## src/include/daqx_consts.svh

```systemverilog
/*
  constants of the extended control register set: offsets, field positions,
  reset values and burst timing; assumes a 50 MHz core clock.
// Contract
// - gain bits 1:0 select input range
// - upper gain bits never change burst rate
// - burst samples spaced at fixed rate
// - three counter data ports byte read/write
// - counter control port takes mode word
// - convert-disable 40h blocks, 00h allows starts
// - triggers honoured only in extended mode
// - reset leaves conversions allowed
// - burst-enable 40h on, 00h off
// - reset leaves burst trigger disabled
// - extended-mode 40h on, 00h off
// - reset leaves extended mode disabled
// - status at 407 read-only, shows settings
// - status resets to 000100xx
// - burst and extended flags report enables
// - conversion flag is inverse of disable
// - wait flag follows wait-state switch
// - clock flag one for 10 MHz source
// - burst length field sets conversions per trigger
*/
`ifndef DAQX_CONSTS_SVH
`define DAQX_CONSTS_SVH

`define DAQX_OFF_GAIN 12'h00b
`define DAQX_OFF_CTR0 12'h00c
`define DAQX_OFF_CTR1 12'h00d
`define DAQX_OFF_CTR2 12'h00e
`define DAQX_OFF_CTRL 12'h00f
`define DAQX_OFF_CDIS 12'h404
`define DAQX_OFF_BEN 12'h405
`define DAQX_OFF_MEN 12'h406
`define DAQX_OFF_STAT 12'h407

`define DAQX_EN_BIT 6
`define DAQX_ST_BURST 7
`define DAQX_ST_MODE 6
`define DAQX_ST_CONV 4
`define DAQX_ST_WAIT 1
`define DAQX_ST_CLK 0

`define DAQX_RST_GAIN 8'h00
`define DAQX_RST_BYTE 8'h00

`define DAQX_CLK_HZ 50000000
`define DAQX_BURST12_NS 4000
`define DAQX_BURST16_NS 13300
`define DAQX_BURST12_CYC ((`DAQX_BURST12_NS * (`DAQX_CLK_HZ / 1000000) + 999) / 1000)
`define DAQX_BURST16_CYC ((`DAQX_BURST16_NS * (`DAQX_CLK_HZ / 1000000) + 999) / 1000)

`endif

```

## src/include/daqx_pkg.sv

```systemverilog
/*
  types of the extended control register set; uses nothing from daqx_consts.svh.
*/
package daqx_pkg;
    typedef enum logic [1:0] {
        DAQX_IDLE = 2'b00,
        DAQX_WAIT = 2'b01,
        DAQX_FIRE = 2'b10
    } daqx_burst_state_t;
endpackage : daqx_pkg

```

## src/daqx_burst_pacer.sv

```systemverilog
/*
  burst pacer: after a trigger, issues a programmed number of conversion
  strobes at a fixed spacing. assumes one clock, trigger a one-cycle pulse.
*/
`timescale 1ns/10ps
`default_nettype none
`include "daqx_consts.svh"
module daqx_burst_pacer
    import daqx_pkg::*;
(
    input wire logic i_clock,
    input wire logic i_rst,
    input wire logic i_trigger,
    input wire logic i_wide_variant,
    input wire logic [3:0] i_burst_length,
    output logic o_convert,
    output logic o_busy
);
    localparam logic [9:0] GAP12 = 10'(`DAQX_BURST12_CYC);
    localparam logic [9:0] GAP16 = 10'(`DAQX_BURST16_CYC);

    daqx_burst_state_t state_reg, state_next;
    logic [9:0] gap_reg, gap_next;
    logic [3:0] left_reg, left_next;
    logic convert_reg, convert_next;

    always_comb begin
        state_next = state_reg;
        gap_next = gap_reg;
        left_next = left_reg;
        convert_next = 1'b0;
        case (state_reg)
            DAQX_IDLE: begin
                if (i_trigger) begin
                    // length code n means n+1 samples (one to sixteen)
                    left_next = i_burst_length;
                    state_next = DAQX_FIRE;
                end
            end
            DAQX_FIRE: begin
                convert_next = 1'b1;
                // spacing depends only on variant, never on gain bits
                gap_next = (i_wide_variant ? GAP16 : GAP12) - 10'h001;
                state_next = (left_reg == 4'h0) ? DAQX_IDLE : DAQX_WAIT;
            end
            DAQX_WAIT: begin
                if (gap_reg <= 10'h001) begin
                    left_next = left_reg - 4'h1;
                    state_next = DAQX_FIRE;
                end else begin
                    gap_next = gap_reg - 10'h001;
                end
            end
            default: state_next = DAQX_IDLE;
        endcase
    end

    always_ff @(posedge i_clock or posedge i_rst) begin
        if (i_rst) begin
            state_reg <= DAQX_IDLE;
            gap_reg <= 10'h000;
            left_reg <= 4'h0;
            convert_reg <= 1'b0;
        end else begin
            state_reg <= state_next;
            gap_reg <= gap_next;
            left_reg <= left_next;
            convert_reg <= convert_next;
        end
    end

    assign o_convert = convert_reg;
    assign o_busy = (state_reg != DAQX_IDLE);
endmodule : daqx_burst_pacer
`default_nettype wire

```

## src/daqx_ext_regs.sv

```systemverilog
/*
  upper control registers of the acquisition board: gain code, counter byte
  windows, write-only enable registers and burst status. assumes the host
  presents a one-cycle read or write strobe with the offset from base.
  counter internals live outside; their byte ports pass through here.
*/
`timescale 1ns/10ps
`default_nettype none
`include "daqx_consts.svh"
module daqx_ext_regs
    import daqx_pkg::*;
(
    input wire logic i_clock,
    input wire logic i_rst,
    input wire logic [11:0] i_addr,
    input wire logic [7:0] i_wdata,
    input wire logic i_wr,
    input wire logic i_rd,
    input wire logic i_clk_sel_10mhz,
    input wire logic i_wait_state_sw,
    input wire logic i_wide_variant,
    input wire logic [3:0] i_burst_length_field,
    input wire logic i_trigger,
    input wire logic [7:0] i_ctr_rdata,
    output logic [7:0] o_rdata,
    output logic o_rdata_valid,
    output logic [1:0] o_gain_code,
    output logic [1:0] o_ctr_sel,
    output logic o_ctr_wr,
    output logic o_ctr_rd,
    output logic o_ctrl_wr,
    output logic [7:0] o_ctr_wdata,
    output logic o_convert,
    output logic o_conv_enabled,
    output logic o_burst_busy
);
    logic [7:0] gain_code_reg, gain_code_next;
    logic conv_block_reg, conv_block_next;
    logic burst_en_reg, burst_en_next;
    logic ext_mode_reg, ext_mode_next;
    logic [7:0] rdata_reg, rdata_next;
    logic rvalid_reg, rvalid_next;
    logic ctr_pend_reg, ctr_pend_next;
    logic [1:0] ctr_sel_reg, ctr_sel_next;
    logic ctr_wr_reg, ctr_wr_next;
    logic ctr_rd_reg, ctr_rd_next;
    logic ctrl_wr_reg, ctrl_wr_next;
    logic [7:0] ctr_wdata_reg, ctr_wdata_next;
    logic conv_en_reg, conv_en_next;
    logic convert_reg, convert_next;
    logic busy_reg, busy_next;
    logic trig_ok;
    logic burst_trig;
    logic single_trig;
    logic pace_convert;
    logic pace_busy;

    function automatic logic hit(input logic [11:0] a, input logic [11:0] off);
        hit = (a == off);
    endfunction : hit

    function automatic logic is_ctr(input logic [11:0] a);
        is_ctr = hit(a, `DAQX_OFF_CTR0) || hit(a, `DAQX_OFF_CTR1) || hit(a, `DAQX_OFF_CTR2);
    endfunction : is_ctr

    function automatic logic [1:0] ctr_index(input logic [11:0] a);
        ctr_index = 2'(a - `DAQX_OFF_CTR0);
    endfunction : ctr_index

    function automatic logic [7:0] status_byte(input logic b, input logic m, input logic c,
                                               input logic w, input logic k);
        logic [7:0] s;
        s = 8'h00;
        s[`DAQX_ST_BURST] = b;
        s[`DAQX_ST_MODE] = m;
        s[`DAQX_ST_CONV] = c;
        s[`DAQX_ST_WAIT] = w;
        s[`DAQX_ST_CLK] = k;
        status_byte = s;
    endfunction : status_byte

    // conversions need extended mode on and no block
    assign trig_ok = ext_mode_reg && !conv_block_reg;
    assign burst_trig = i_trigger && trig_ok && burst_en_reg && !pace_busy;
    assign single_trig = i_trigger && trig_ok && !burst_en_reg;

    daqx_burst_pacer u_pacer (
        .i_clock(i_clock),
        .i_rst(i_rst),
        .i_trigger(burst_trig),
        .i_wide_variant(i_wide_variant),
        .i_burst_length(i_burst_length_field),
        .o_convert(pace_convert),
        .o_busy(pace_busy)
    );

    always_comb begin
        gain_code_next = gain_code_reg;
        conv_block_next = conv_block_reg;
        burst_en_next = burst_en_reg;
        ext_mode_next = ext_mode_reg;
        if (i_wr) begin
            // full byte stored; only the two low bits drive the range
            if (hit(i_addr, `DAQX_OFF_GAIN)) gain_code_next = i_wdata;
            if (hit(i_addr, `DAQX_OFF_CDIS)) conv_block_next = i_wdata[`DAQX_EN_BIT];
            if (hit(i_addr, `DAQX_OFF_BEN)) burst_en_next = i_wdata[`DAQX_EN_BIT];
            if (hit(i_addr, `DAQX_OFF_MEN)) ext_mode_next = i_wdata[`DAQX_EN_BIT];
        end
    end

    always_comb begin
        ctr_wr_next = 1'b0;
        ctr_rd_next = 1'b0;
        ctrl_wr_next = 1'b0;
        ctr_sel_next = ctr_sel_reg;
        ctr_wdata_next = ctr_wdata_reg;
        ctr_pend_next = 1'b0;
        if (i_wr && is_ctr(i_addr)) begin
            ctr_wr_next = 1'b1;
            ctr_sel_next = ctr_index(i_addr);
            ctr_wdata_next = i_wdata;
        end
        if (i_wr && hit(i_addr, `DAQX_OFF_CTRL)) begin
            ctrl_wr_next = 1'b1;
            ctr_wdata_next = i_wdata;
        end
        if (i_rd && is_ctr(i_addr)) begin
            ctr_rd_next = 1'b1;
            ctr_sel_next = ctr_index(i_addr);
            ctr_pend_next = 1'b1;
        end
    end

    // read path: gain and status answer in one cycle, counters in two
    always_comb begin
        rdata_next = rdata_reg;
        rvalid_next = 1'b0;
        if (ctr_pend_reg) begin
            rdata_next = i_ctr_rdata;
            rvalid_next = 1'b1;
        end else if (i_rd && !is_ctr(i_addr)) begin
            rvalid_next = 1'b1;
            if (hit(i_addr, `DAQX_OFF_GAIN)) begin
                rdata_next = gain_code_reg;
            end else if (hit(i_addr, `DAQX_OFF_STAT)) begin
                // the only view of the write-only enables
                rdata_next = status_byte(burst_en_reg, ext_mode_reg, !conv_block_reg,
                                         i_wait_state_sw, i_clk_sel_10mhz);
            end else begin
                // write-only and unmapped offsets read as zero
                rdata_next = 8'h00;
            end
        end
    end

    always_comb begin
        conv_en_next = trig_ok;
        // a block or mode-off written mid-burst stops the strobes at once
        convert_next = burst_en_reg ? (pace_convert && trig_ok) : single_trig;
        busy_next = pace_busy;
    end

    always_ff @(posedge i_clock or posedge i_rst) begin
        if (i_rst) begin
            gain_code_reg <= `DAQX_RST_GAIN;
            conv_block_reg <= 1'b0;
            burst_en_reg <= 1'b0;
            ext_mode_reg <= 1'b0;
        end else begin
            gain_code_reg <= gain_code_next;
            conv_block_reg <= conv_block_next;
            burst_en_reg <= burst_en_next;
            ext_mode_reg <= ext_mode_next;
        end
    end

    always_ff @(posedge i_clock or posedge i_rst) begin
        if (i_rst) begin
            rdata_reg <= `DAQX_RST_BYTE;
            rvalid_reg <= 1'b0;
        end else begin
            rdata_reg <= rdata_next;
            rvalid_reg <= rvalid_next;
        end
    end

    always_ff @(posedge i_clock or posedge i_rst) begin
        if (i_rst) begin
            ctr_pend_reg <= 1'b0;
            ctr_sel_reg <= 2'b00;
            ctr_wr_reg <= 1'b0;
            ctr_rd_reg <= 1'b0;
            ctrl_wr_reg <= 1'b0;
            ctr_wdata_reg <= `DAQX_RST_BYTE;
        end else begin
            ctr_pend_reg <= ctr_pend_next;
            ctr_sel_reg <= ctr_sel_next;
            ctr_wr_reg <= ctr_wr_next;
            ctr_rd_reg <= ctr_rd_next;
            ctrl_wr_reg <= ctrl_wr_next;
            ctr_wdata_reg <= ctr_wdata_next;
        end
    end

    always_ff @(posedge i_clock or posedge i_rst) begin
        if (i_rst) begin
            conv_en_reg <= 1'b0;
            convert_reg <= 1'b0;
            busy_reg <= 1'b0;
        end else begin
            conv_en_reg <= conv_en_next;
            convert_reg <= convert_next;
            busy_reg <= busy_next;
        end
    end

    assign o_rdata = rdata_reg;
    assign o_rdata_valid = rvalid_reg;
    assign o_gain_code = gain_code_reg[1:0];
    assign o_ctr_sel = ctr_sel_reg;
    assign o_ctr_wr = ctr_wr_reg;
    assign o_ctr_rd = ctr_rd_reg;
    assign o_ctrl_wr = ctrl_wr_reg;
    assign o_ctr_wdata = ctr_wdata_reg;
    assign o_convert = convert_reg;
    assign o_conv_enabled = conv_en_reg;
    assign o_burst_busy = busy_reg;
endmodule : daqx_ext_regs
`default_nettype wire

```

## config.mk

```make
export PLATFORM = sky130hd
export DESIGN_NAME = daqx_ext_regs
export DESIGN_NICKNAME = d
export VERILOG_FILES = /design/src/include/daqx_pkg.sv /design/src/daqx_burst_pacer.sv /design/src/daqx_ext_regs.sv
export VERILOG_INCLUDE_DIRS = /design/src /design/src/include
export SDC_FILE = /design/constraint.sdc
export NUM_CORES = 1
export LEC_CHECK = 0
export BUFFER_PORTS_ARGS = -buffer_cell sky130_fd_sc_hd__buf_2
export CORE_MARGIN = 2
export CORE_UTILIZATION = 45
export CTS_BUF_LIST = sky130_fd_sc_hd__clkbuf_8
export CTS_CLUSTER_DIAMETER = 60
export DETAILED_ROUTE_END_ITERATION = 10
export HOLD_SLACK_MARGIN = 0.1
export PLACE_DENSITY = 0.7
export SLEW_MARGIN = 30
export SYNTH_ARGS = -nofsm -noshare
export SYNTH_HDL_FRONTEND = slang
export SYNTH_SLANG_ARGS = --single-unit
```

## constraint.sdc

```tcl
create_clock -name i_clock -period 1.9 [get_ports i_clock]
set_clock_uncertainty 0.05 [all_clocks]
set_input_delay 0 -clock i_clock [delete_from_list [all_inputs] [get_ports i_clock]]
set_output_delay 0 -clock i_clock [all_outputs]
set_load 0.01 [all_outputs]
```

Word-level counts from Yosys, hierarchy flattened
Cells that the tools add are included.
{"block": "totals", "ff_bits": 53, "inputBits": 40, "output_inout_bits": 27, "word_cells": 93}
{"block": "classes", "n_addsub": 4, "n_lt_le_gt_ge": 1, "n_eq_ne": 14, "muxes": 25, "n_reduce_logical": 31}
{"operator": "equality test 12 x 4 -> 1 bit (second input constant)", "n": 5}
{"operator": "equality test 12 x 11 -> 1 bit (second input constant)", "n": 4}
{"operator": "two-way mux 8 bit", "n": 6}
{"operator": "two-way mux 10 bit", "n": 2}
{"operator": "case mux 10 bit (2 select lines)", "n": 1}
{"operator": "subtractor 10 x 1 -> 10 bit (second input constant)", "n": 2}
{"operator": "AND reduction 2 bit", "n": 6}
{"operator": "nonzero test 2 bit", "n": 6}
{"operator": "less-or-equal comparator 10 x 1 -> 1 bit (second input constant)", "n": 1}
{"operator": "logical AND 1 bit", "n": 10}
{"operator": "two-way mux 1 bit", "n": 8}
{"operator": "two-way mux 2 bit", "n": 4}
{"operator": "two-way mux 4 bit", "n": 2}
{"operator": "case mux 4 bit (2 select lines)", "n": 1}
{"operator": "case mux 2 bit (3 select lines)", "n": 1}
{"operator": "zero test 1 bit", "n": 4}
{"operator": "zero test 4 bit", "n": 1}
{"operator": "!= test 2 bit (second input constant)", "n": 2}
{"operator": "subtractor 4 x 1 -> 4 bit (second input constant)", "n": 1}
{"operator": "AND reduction 3 bit", "n": 1}
{"operator": "equality test 2 x 1 -> 1 bit (second input constant)", "n": 1}
{"operator": "equality test 2 bit (second input constant)", "n": 1}
{"operator": "zero test 2 bit", "n": 1}
{"operator": "logical OR 1 bit", "n": 2}
{"operator": "other kinds (2)", "n": 2}

Logic depth before layout (Yosys ltp)
{"block": "logic_depth", "word_depth": 7, "depth_mapped": 7, "depth_no_buf": 7}

By module
Synthesis repeated with hierarchy kept, for this count alone.
{"block": "unflattened", "hier_cells": 273, "area_unflattened_um2": 2787.7}
{"mod": "daqx_ext_regs", "instances": 1, "cells_per_inst": 140, "area_each_um2": 1671.6, "seq_area_each_um2": 900.9}
{"mod": "daqx_burst_pacer", "instances": 1, "cells_per_inst": 133, "area_each_um2": 1116.1, "seq_area_each_um2": 425.4}

Worst setup path before layout
No wires, ideal clock.
{"block": "synth_path", "path_kind": "register to register", "start": "reg u_pacer.gap_reg[4]", "end": "reg u_pacer.left_reg[1]", "setup_time_ns": 0.079, "t_arrival_ns": 1.971, "required_time_ns": 1.771, "setup_slack_ns": -0.200, "path_stages_with_launch": 7, "n_path_buf": 1, "period_less_slack_ns": 2.100, "cell_sequence": "dfrtp_1 -> buf_6 -> or4_4 -> or4_4 -> and2_4 -> inv_2 -> mux2i_1"}
{"block": "synth_via", "elab_chain_cells": 3}
{"element": "from (decl)", "line": "daqx_burst_pacer.sv:23", "text": "logic [9:0] gap_reg, gap_next;"}
{"element": "from (signal assigned)", "line": "daqx_burst_pacer.sv:66", "text": "gap_reg <= gap_next;"}
{"element": "less-or-equal comparator 10 x 1 -> 1 bit", "line": "daqx_burst_pacer.sv:47", "text": "if (gap_reg <= 10'h001) begin"}
{"element": "!= test 2 x 1 -> 1 bit (no source line)"}
{"element": "AND reduction 3 bit (no source line)"}
{"element": "to (signal assigned)", "line": "daqx_burst_pacer.sv:67", "text": "left_reg <= left_next;"}
{"element": "to (decl)", "line": "daqx_burst_pacer.sv:24", "text": "logic [3:0] left_reg, left_next;"}
Every way passes these cells.
A chain may end at the register's enable or synchronous reset.

Worst setup path after layout
{"block": "layout_path", "start": "reg u_pacer.gap_reg[6]", "end": "reg u_pacer.gap_reg[1]"}
{"block": "layout_via", "elab_chain_cells": 3}
{"element": "less-or-equal comparator 10 x 1 -> 1 bit", "line": "daqx_burst_pacer.sv:47"}
{"element": "!= test 2 bit (no source line)"}
{"element": "AND reduction 2 bit (no source line)"}
Every way passes these cells.

==> summary.txt <==
STA
  • Final hold violation count: 0
  • Post-route setup slack: -0.142 ns
  • Fin crit period: 2.04 ns
  • RSZ-0062 raised after global routing: yes
  • Slew margin rel.: 68.8%
  • Final critical-path share of the clock period: 107%
  • Final Max Slew Viols: 0
  • Slew @ Worst Pin: 0.468 ns
  • F_max: 0.490 GHz
  • Final setup vio count: 7

Final layout
  • FILL cells: 463
  • Share of cells above drive strength 1: 44.9%
  • N_diodes: 0
  • Layout net count: 417
  • Register area: 0.00133 mm^2
  • Post-layout utilization of the core: 66.3%
  • Max FFs per register: 10
  • Multi-input logic area: 0.00140 mm^2
  • Area grow syn2layout: 43.8%

Run status
  • Status: finished with violations
  • Failing checks: setup timing

Clock network
  • H-tree levels: 2
  • Cts bufs inserted: 5
  • Clock root buffer master: clkbuf_8
  • CTS tree: done
  • Max clock buf depth: 2
  • CTS sink count: 53
  • Worst-Skew Late Latency: 0.31 ns
  • Clock slew at reported path FFs: 0.10 ns

Synthesis
  • Post-synthesis register bit count: 53
  • EDFF count, synth: 0
  • Syn_area_per_cell: 11.2 um^2
  • Cell area after synthesis: 0.00271 mm^2
  • Syn nets: 286
  • Ys flop type: dfrtp_1
  • Yosys cell types: 52
  • Async set-reset flop share out of synthesis: 100%
  • Ys Warns: 0
  • Register area share after synthesis: 48.9%
  • Synth Instances: 242

Worst setup path
  • Peak fanout along the critical path: 5
  • CP arrival: 2.23 ns
  • WS Path Type: register to register
  • Crit path top cell by count: or4_4
  • Worst path max stage delay: 0.60 ns
  • Critical Path, Cell by Cell: or4_4 > or4_4 > a31o_4 > o21ai_2
  • CP Launch Type: register
  • Worst Setup End Kind: register
  • Slowest-stage cell, CP: or4_4
  • Critical Path RT: 2.09 ns

Route
  • DRC: 0
  • Drt first-iter violations: 87
  • Routed wl met3: 298 um
  • Antenna viol nets, final: 0
  • DR top layer: met4
  • DRT Wirelength: 6780 um
  • Met2 Routed Length: 3570 um
  • WL/cell: 15.1 um
  • DR vias: 2482
  • Via density: 5.53
  • Wl on met1: 2770 um
  • Drt pass-1 iters: 4

Global routing
  • Vias in the first global route: 2396
  • First-pass GRT wire length: 11000 um
  • GR Util All Layers: 21.6%
  • Initial antenna violation count: 0
  • GR Overflow Total: 0
  • Largest net degree at the start of global routing: 36

Power and ir drop
  • Static Leak: 1.85 nW
  • VDD IR-drop max: 0.864 mV
  • Pwr/cell area: 940 mW/mm^2
  • Power, Total: 3.67 mW

Placement
  • HPWL after DPL: 4690 um
  • Gpl congestion: 0.905
  • I/O Buffers: 66

Floorplanning
  • Num ports: 67
  • Area of the core: 0.00589 mm^2
  • Die W: 81.6 um
  • Die H: 81.6 um
  • # rows: 28
  • Die ar.: 0.00667 mm^2
  • Starting Density: 46.1%

Run
  • Maxcap violations: 0

Hold path
  • Worst min path class: primary input to async pin
[stage by stage]
step / worst slack (ns) / hold WS [ns] / TNS, ns / area (um^2) / instances
5_1_grt: -0.200 / 0.236 / -1.05 / 3900 / 449
6_report: -0.142 / 0.186 / -0.664 / 3900 / 449
2_1_floorplan: -0.137 / 0.0786 / -0.291 / 2730 / 242
3_5_place_dp: -0.164 / -0.0196 / -1.09 / 3320 / 400
4_1_cts: -0.112 / 0.191 / -0.470 / 3800 / 445
3_3_place_gp: -0.123 / -0.0282 / -0.557 / 3320 / 400
[critical path, delay by kind of cell (launching register included)]
family / cells / cell delay, ns
AND/OR/NAND/NOR: 2 / 1.19
AO/OA/AOI/OAI: 2 / 0.34
flip-flops: 1 / 0.39
[placed cells by master, fill, tap and decap left out, drive strengths merged, types with 5 or more instances in the layout]
| master | synthesis | layout |
|---|---|---|
| a21oi | 10 | 10 |
| a32oi | 5 | 5 |
| and2 | 10 | 10 |
| buf | 6 | 101 |
| clkbuf | 3 | 5 |
| dfrtp | 53 | 53 |
| dlygate4sd3 | 0 | 32 |
| inv | 12 | 12 |
| mux2 | 21 | 21 |
| mux2i | 12 | 12 |
| nand2 | 8 | 8 |
| nand3 | 8 | 8 |
| nor2 | 10 | 10 |
| nor2b | 6 | 6 |
| nor3 | 5 | 5 |
| nor3b | 5 | 5 |
| nor4 | 6 | 6 |
| o21ai | 8 | 8 |
| or4 | 8 | 8 |
[final cells by class]
type,instances,area share [%]
sequential,53,34.0
timing repair buffer,133,24.2
tap,75,2.41
multi-input combinational,168,35.9
inverter,12,1.15
clock buffer,5,1.76
clock inverter,3,0.577
[cell usage after synthesis, types with 2 or more instances]
cell / count / share of area (%)
mux2_2: 21 / 8.7
nor2_1: 9 / 1.2
a21oi_1: 10 / 1.8
or2_2: 2 / 0.46
nand3b_1: 4 / 1.1
mux2i_1: 12 / 4.4
a221o_1: 3 / 1.1
nand3_1: 8 / 1.5
and3_1: 2 / 0.46
clkbuf_1: 3 / 0.42
o22ai_1: 3 / 0.69
or3_1: 3 / 0.69
nor4_2: 2 / 0.92
nand2b_1: 3 / 0.69
and4_1: 2 / 0.65
dfrtp_1: 53 / 49
or4_1: 3 / 0.83
a31oi_1: 4 / 0.92
buf_4: 2 / 0.55
or4_4: 4 / 1.7
nand2_1: 8 / 1.1
o21ai_1: 2 / 0.37
nor4_1: 4 / 0.92
o31ai_1: 3 / 0.83
nor2b_1: 6 / 1.4
and2_1: 9 / 2.1
a31o_2: 2 / 0.65
inv_1: 11 / 1.5
o21ai_0: 5 / 0.92
a32oi_1: 5 / 1.6
ha_1: 4 / 1.8
buf_6: 2 / 0.83
nor3b_1: 5 / 1.4
nor3_1: 5 / 0.92
[repair_timing]
action                                  CTS  global route
gates resized for setup                  10            15
hold buffers                             32             0
pin swaps                                 3             5
hold endpoints to repair                 92             0
buffers inserted                          5             4
endpoints found under the setup margin   12            13
[worst paths after layout]
| path | from | slack (ns) | cells after the start | to |
|---|---|---|---|---|
| min in group i_clock | i_addr[11] | 0.25 | 6 | o_rdata_valid$_DFF_PP0_ |
| max | u_pacer.gap_reg[6]$_DFFE_PP0P_ | -0.14 | 4 | u_pacer.gap_reg[1]$_DFFE_PP0P_ |
| min reg2reg | gain_code_reg[7]$_DFFE_PP0P_ | 0.45 | 1 | gain_code_reg[7]$_DFFE_PP0P_ |
| max reg2reg | u_pacer.gap_reg[6]$_DFFE_PP0P_ | -0.14 | 4 | u_pacer.gap_reg[1]$_DFFE_PP0P_ |
| max in group asynchronous | i_rst | 1.08 | 4 | o_ctr_wdata[1]$_DFFE_PP0P_ |
| min | i_rst | 0.19 | 3 | u_pacer.left_reg[3]$_DFFE_PP0P_ |
[kinds of logic (layout without fill, tap and decap cells)]
| group | after synthesis | in the layout | synth area share, % |
|---|---|---|---|
| DFF | 53 | 53 | 48.9 |
| buffers and inverters | 21 | 153 | 3.78 |
| AOI/OAI and AO/OA | 46 | 46 | 12.5 |
| adders and majority gates | 4 | 4 | 1.85 |
| muxes | 33 | 33 | 13.1 |
| and+or+nand+nor | 85 | 85 | 19.8 |
[metal layers]
layer,up-vias,track usage (%)
li1,1171,-
met4,0,7.00
met5,-,0
met1,1230,24.6
met2,66,40.7
met3,15,3.74
[power breakdown]
group	switching [mW]	internal [mW]	total (mW)	leakage, nW
clock	0.388	0.259	0.647	0.0364
combinational	0.764	0.838	1.60	1.12
sequential	0.146	1.27	1.42	0.697
total	1.30	2.37	3.67	1.85
Note: power is estimated with default switching activity, not from simulation.
